--- src/rtl/smad_regs.vh ---
// Constants of the sign-mode accumulator datapath
`ifndef SMAD_REGS_VH
`define SMAD_REGS_VH
`define SMAD_IDX_W 8
`define SMAD_ACC_W 14
`define SMAD_IMM_W 12
`define SMAD_MODE_RESET 1'b0
`define SMAD_ACC_RESET 14'h0000
`define SMAD_IDX_RESET 8'h00
`define SMAD_OP_W 4
`define SMAD_OP_NOP 4'h0
`define SMAD_OP_SIGNED 4'h1
`define SMAD_OP_UNSIGNED 4'h2
`define SMAD_OP_COPYIDX 4'h3
`define SMAD_OP_ADDIMM 4'h4
`define SMAD_OP_ADDMEM 4'h5
`define SMAD_OP_SUBMEM 4'h6
`define SMAD_OP_LUA 4'h7
`define SMAD_OP_LUB 4'h8
`define SMAD_OP_LDIMM 4'h9
`define SMAD_OP_LDMEM 4'hA
`define SMAD_OP_SWAPBX 4'hB
`define SMAD_OP_MUL 4'hC
`define SMAD_OP_LDIDX 4'hD
`endif

--- src/rtl/smad_datapath.v ---
// Accumulator datapath with unsigned and signed arithmetic modes
`timescale 1ns/100ps
`include "smad_regs.vh"
`default_nettype none
module smad_datapath #(
  parameter IDX_W = `SMAD_IDX_W,
  parameter ACC_W = `SMAD_ACC_W,
  parameter IMM_W = `SMAD_IMM_W
) (
  input wire ref_clk,
  input wire rst_n,
  input wire opValid,
  input wire [`SMAD_OP_W-1:0] opCode,
  input wire [IMM_W-1:0] immValue,
  input wire [IDX_W-1:0] memData,
  // Registered outputs; each moves one edge after its op
  output reg signedMode,
  output reg [ACC_W-1:0] accum,
  output reg [ACC_W-1:0] secondAccum,
  output reg [IDX_W-1:0] indexReg
);
  // ----------------------------------------------------------------
  // Operand widening
  // ----------------------------------------------------------------
  // A mode op takes effect at its own edge, so the fill seen by an
  // operation is always the mode left by the op before it
  wire [ACC_W-1:0] wideIndex;
  wire [ACC_W-1:0] wideMem;
  wire [ACC_W-1:0] wideImm;
  wire [ACC_W-1:0] wideImmByte;
  wire [ACC_W-1:0] wideSecond;

  smad_widen #(.IN_W(IDX_W), .OUT_W(ACC_W)) uIdx (
    .narrow(indexReg),
    .signedMode(signedMode),
    .wide(wideIndex)
  );

  smad_widen #(.IN_W(IDX_W), .OUT_W(ACC_W)) uMem (
    .narrow(memData),
    .signedMode(signedMode),
    .wide(wideMem)
  );

  smad_widen #(.IN_W(IMM_W), .OUT_W(ACC_W)) uImm (
    .narrow(immValue),
    .signedMode(signedMode),
    .wide(wideImm)
  );

  smad_widen #(.IN_W(IDX_W), .OUT_W(ACC_W)) uImmB (
    .narrow(immValue[IDX_W-1:0]),
    .signedMode(signedMode),
    .wide(wideImmByte)
  );

  smad_widen #(.IN_W(IDX_W), .OUT_W(ACC_W)) uSwap (
    .narrow(indexReg),
    .signedMode(signedMode),
    .wide(wideSecond)
  );

  // ----------------------------------------------------------------
  // Fractional multiply
  // ----------------------------------------------------------------
  // Multiply ignores the mode: both operands are always signed fractions
  // An 8 x 14 product needs 22 bits before truncation
  wire signed [ACC_W-1:0] accumFrac;
  wire signed [IDX_W-1:0] memFrac;
  wire signed [ACC_W+IDX_W-1:0] product;
  wire [ACC_W-1:0] mulResult;
  assign accumFrac = accum;
  assign memFrac = memData;
  assign product = accumFrac * memFrac;
  // drop low 8 bits, keep upper 14
  assign mulResult = product[ACC_W+IDX_W-1:IDX_W];

  // ----------------------------------------------------------------
  // Next-state selection
  // ----------------------------------------------------------------
  // One process per register keeps each next value in one place;
  // a refused op (opValid low or a spare code) keeps every register
  reg next_signedMode;
  reg [ACC_W-1:0] next_accum;
  reg [ACC_W-1:0] next_secondAccum;
  reg [IDX_W-1:0] next_indexReg;

  // Mode bit: only the two mode opcodes move it
  always @* begin
    next_signedMode = signedMode;
    if (opValid) begin
      case (opCode)
        `SMAD_OP_SIGNED: next_signedMode = 1'b1;
        `SMAD_OP_UNSIGNED: next_signedMode = 1'b0;
        // Every other opcode keeps the mode
        default: next_signedMode = signedMode;
      endcase
    end
  end

  // Accumulator: loads, adds, subtract and multiply
  always @* begin
    next_accum = accum;
    if (opValid) begin
      case (opCode)
        // index copy, zero or sign fill
        `SMAD_OP_COPYIDX: next_accum = wideIndex;
        `SMAD_OP_ADDIMM: next_accum = accum + wideImm;
        `SMAD_OP_ADDMEM: next_accum = accum + wideMem;
        `SMAD_OP_SUBMEM: next_accum = accum - wideMem;
        `SMAD_OP_LUA: next_accum = wideMem;
        `SMAD_OP_LDIMM: next_accum = wideImmByte;
        `SMAD_OP_LDMEM: next_accum = wideMem;
        `SMAD_OP_MUL: next_accum = mulResult;
        // Other opcodes keep it
        default: next_accum = accum;
      endcase
    end
  end

  // Secondary accumulator: lookup and exchange;
  // the exchange reads the old index before it is replaced
  always @* begin
    next_secondAccum = secondAccum;
    if (opValid) begin
      case (opCode)
        `SMAD_OP_LUB: next_secondAccum = wideMem;
        `SMAD_OP_SWAPBX: next_secondAccum = wideSecond;
        // Other opcodes keep it
        default: next_secondAccum = secondAccum;
      endcase
    end
  end

  // Index register: direct load and exchange
  always @* begin
    next_indexReg = indexReg;
    if (opValid) begin
      case (opCode)
        `SMAD_OP_SWAPBX: next_indexReg = secondAccum[IDX_W-1:0];
        // Index load from the memory byte
        `SMAD_OP_LDIDX: next_indexReg = memData;
        // Other opcodes keep it
        default: next_indexReg = indexReg;
      endcase
    end
  end

  // ----------------------------------------------------------------
  // State registers
  // ----------------------------------------------------------------
  // Reset is synchronous and wins over an op on the same edge
  // unsigned after reset
  always @(posedge ref_clk) begin
    if (!rst_n) begin
      signedMode <= `SMAD_MODE_RESET;
    end else begin
      signedMode <= next_signedMode;
    end
  end

  // Accumulator register
  always @(posedge ref_clk) begin
    if (!rst_n) begin
      accum <= `SMAD_ACC_RESET;
    end else begin
      accum <= next_accum;
    end
  end

  // Secondary accumulator register
  always @(posedge ref_clk) begin
    if (!rst_n) begin
      secondAccum <= `SMAD_ACC_RESET;
    end else begin
      secondAccum <= next_secondAccum;
    end
  end

  // Index register
  always @(posedge ref_clk) begin
    if (!rst_n) begin
      indexReg <= `SMAD_IDX_RESET;
    end else begin
      indexReg <= next_indexReg;
    end
  end
endmodule
`default_nettype wire

--- src/rtl/smad_widen.v ---
// Mode-dependent widening of a narrow operand
`timescale 1ns/100ps
`default_nettype none
module smad_widen #(
  parameter IN_W = 8,
  parameter OUT_W = 14
) (
  input wire [IN_W-1:0] narrow,
  input wire signedMode,
  output wire [OUT_W-1:0] wide
);
  // Fill upper bits with sign bit or zero
  assign wide = {{(OUT_W-IN_W){signedMode & narrow[IN_W-1]}}, narrow};
endmodule
`default_nettype wire

--- config.mk ---
export PLATFORM = sky130hd
export DESIGN_NAME = smad_datapath
export DESIGN_NICKNAME = d
export VERILOG_FILES = /design/src/rtl/smad_datapath.v /design/src/rtl/smad_widen.v
export VERILOG_INCLUDE_DIRS = /design/src /design/src/rtl
export SDC_FILE = /design/constraint.sdc
export NUM_CORES = 1
export LEC_CHECK = 0
export ABC_AREA = 1
export BUFFER_PORTS_ARGS = -buffer_cell sky130_fd_sc_hd__buf_2
export CAP_MARGIN = 25
export CORE_MARGIN = 1.5
export CORE_UTILIZATION = 55
export CTS_CLUSTER_DIAMETER = 30
export DETAILED_ROUTE_END_ITERATION = 10
export MAX_ROUTING_LAYER = met4
export PLACE_DENSITY = 0.8
export SETUP_SLACK_MARGIN = 0.3
export SYNTH_ARGS = -nofsm -noshare
export SYNTH_HDL_FRONTEND = slang
export SYNTH_SLANG_ARGS = --single-unit
--- constraint.sdc ---
create_clock -name ref_clk -period 5.3 [get_ports ref_clk]
set_input_delay 0.265 -clock ref_clk [delete_from_list [all_inputs] [get_ports ref_clk]]
set_output_delay 0.265 -clock ref_clk [all_outputs]
set_load 0.005 [all_outputs]
==> qor.txt <==
==============================================================================
Run status                                                        complete, no violations
Shortest clock period the worst path allows after layout               4.65 ns
Required time at the endpoint of the critical path                     5.49 ns
Critical path type                                                flop to flop
Vertical die dimension                                                  120 um
Wire per inst                                                          15.0 um
Vias after detailed routing                                               7410
Leading register cell type out of synthesis                            dfxtp_1
Die Span X                                                              120 um
Number of setup violations in the final report                               0
Synth cell types                                                            54
Asr flop ratio synth                                                        0%
Number of hold violations in the final report                                0
Global-route wire length before repair                                33700 um
Areal power density over the cells                                  238 nW/um2
Normalized max-slew margin                                               30.6%
IR Drop Worst-Case VDD                                                  202 uV
Final estimated routing congestion in global placement                   0.945
Count of buffers from port buffering                                        63
Number of buffers added to fix hold violations after cts                     0
Total gr overflow                                                            0
DP Worst Slack                                                        0.381 ns
Most used standard cells in the synthesized netlist               309 x nand2_1, 268 x inv_1, 90 x fa_1
Count of TritonRoute iterations in the first routing pass                    5
Startpoint type of the worst setup path                                   flop
Cell with the biggest individual delay on the critical path               fa_1
Later-pin clock latency in the skew report                             0.28 ns
Number of clock buffers inserted by TritonCTS                                5
Number of H-tree levels                                                      2
Dominant cell type by count on the critical path                       nand2_1
Overall die area                                                     14500 um2
Number of register bits inferred by synthesis                               32
Smallest setup slack after layout                                     0.647 ns
Violation count after the first detailed-route iteration                   735
Clock tree skew after final layout                                  0.00671 ns
CTS tree                                                                 built
Overall Global Routing Usage                                             30.0%
Number of synthesized flops with an enable pin                               0
Max-slew violation count                                                     0
Actual transition at the worst max-transition pin                      1.04 ns
Biggest fanout along the worst timing path                                  11
Post-CTS Setup Bufs                                                          0
Routed vias/inst                                                          5.35
DR DRC count                                                                 0
Syn_nets                                                                  1343
Cells resized by post-CTS repair                                             0
Critical path arrival                                                  4.84 ns
Ordered list of cells on the worst path                           nand2_1, inv_1, fa_1, fa_1, fa_1, inv_1, fa_1, inv_1, ha_1, a21oi_1, and2_1, nand2_1, nand2_1, nand2_1, nand2_1, nand2_1, o21ai_0, nand2_1, a21oi_1
Initial core utilization                                                 56.7%
Min-delay worst type                                              primary input to flop
Final worst-path cycle share                                             87.8%
Delay of the slowest cell on the worst path                            0.54 ns
Number of max-cap violations                                                 0
# diodes                                                                     0
Cell type contributing the most total cell area after synthesis           fa_1
Yosys top cell area share                                                23.8%
Clk buf depth                                                                2
Fraction of final layout cells sized beyond drive strength 1             10.8%
Pin count of the biggest net entering global routing                        22
Library cell with the highest instance count after synthesis           nand2_1
Number of standard-cell rows in the floorplan                               42
Part of the Yosys area used for sequential elements                      8.46%
Nature of the critical path endpoint                                      flop
Leakage power total                                                    4.79 nW
Netlist Area Pre-Place                                                7570 um2
I/O pin cnt                                                                 64
Mean instance size in the synthesized netlist                         6.46 um2
Antenna violations before repair                                             0
Largest cells by area after synthesis                             fa_1 24%, nand2_1 15%, inv_1 13%
Unrepaired setup endpoints after global routing                          false
Area Growth Syn to Fin                                                   7.52%
Area of the core                                                     13300 um2
Buffer type at the clock tree root                                   clkbuf_16
HPWL after detailed placement                                         17100 um
Mapped Cells                                                              1172
Antenna violation net count after detailed routing                           0
Final net count                                                           1378
Upper clock frequency limit                                            215 MHz
Warning count from the yosys run                                             0
Overall routed net length                                             20800 um
Number of global-route vias before repair                                 6975
Clock tree sinks                                                            32
Setup TNS                                                                 0 ns
Worst-path clk slew                                                    0.06 ns
==============================================================================
==> path summary, 6_finish.rpt <==
kind / startpoint / to / slack (ns) / cells past startpoint
setup reg to reg: accum[3]$_SDFFE_PN0P_ / accum[4]$_SDFFE_PN0P_ / 0.65 / 19
hold reg to reg: secondAccum[6]$_SDFFE_PN0P_ / indexReg[6]$_SDFFE_PN0P_ / 0.49 / 2
hold / removal: opValid / signedMode$_SDFFE_PN0P_ / 0.26 / 2
setup / recovery: accum[3]$_SDFFE_PN0P_ / accum[4]$_SDFFE_PN0P_ / 0.65 / 19
==> through the flow <==
stage	cells	instance area [um2]	hold slack, ns	util [%]	power, W
6_report	1384	8140	0.262	61.0	0.00194
5_1_grt	1384	8140	0.278	61.0	0.00215
4_1_cts	1384	8130	0.261	60.9	0.00193
3_5_place_dp	1376	7960	0.481	59.7	0.00159
3_3_place_gp	1376	7960	0.483	59.7	0.00157
2_1_floorplan	1172	7570	0.374	-	0.00129
==> state kept, by name, indices dropped and copies added, names as in the netlist <==
register,flops
indexReg,8
signedMode,1
accum,14
secondAccum,9
==> power breakdown <==
| group | leakage [nW] | internal [W] | switching [W] | total [W] |
|---|---|---|---|---|
| clock network | 0.0798 | 0.000221 | 0.000115 | 0.000336 |
| registers | 0.264 | 0.000255 | 0.0000354 | 0.000290 |
| logic | 4.45 | 0.000473 | 0.000836 | 0.00131 |
==> kinds of logic (layout without fill, tap and decap cells) <==
group / Yosys count / in the layout / synth area share [%]
buf+inv: 322 / 358 / 16.5
fa+ha+maj: 144 / 144 / 32.7
simple gates: 504 / 504 / 28.6
compound gates: 163 / 163 / 13.0
xor+xnor: 7 / 7 / 0.809
flops: 32 / 32 / 8.46
==> final cells by class <==
| class | instances | area, um2 |
|---|---|---|
| sequential | 32 | 649 |
| fill | 1259 | 5200 |
| clock inverter | 3 | 42.5 |
| timing repair buffer | 69 | 360 |
| clock buffer | 5 | 125 |
| multi-input combinational | 818 | 5680 |
| tap | 176 | 220 |
| inverter | 281 | 1060 |
==> layer usage <==
metal	GRT usage [%]	vias up	share of wire [%]
met5	-	-	0
met4	9.12	0	3.0
met3	3.92	46	8.5
met2	46.6	306	46
met1	41.4	3426	43
li1	-	3632	-
==> layout by cell type, fill, tap and decap left out, types with 3 or more instances in the layout <==
cell type and n:
nand2_1 309, inv_1 267, fa_1 90, nor2_1 83, buf_2 63, nand3_1 60, a21oi_1 59, o21ai_0 54
ha_1 54, dfxtp_1 25, nand4_1 11, inv_2 10, a31oi_1 10, o21a_1 8, nor3_1 7, o21bai_1 7
dfxtp_2 7, nor2_4 6, or2_2 6, buf_4 6, nand3b_1 5, clkbuf_16 5, nand2_2 4, xor2_1 4
nor2_2 3, o21ai_2 3, xnor2_1 3
==> worst max-delay path, delay by kind of cell, from the launching register on <==
kind | cells | cell delay (ns)
adder cells (fa/ha/maj) | 5 | 2.39
buffers and inverters | 3 | 0.19
flip-flops | 1 | 0.49
AND/OR/NAND/NOR | 8 | 0.80
AO/OA/AOI/OAI | 3 | 0.70
(Power assumes the default switching activity.)
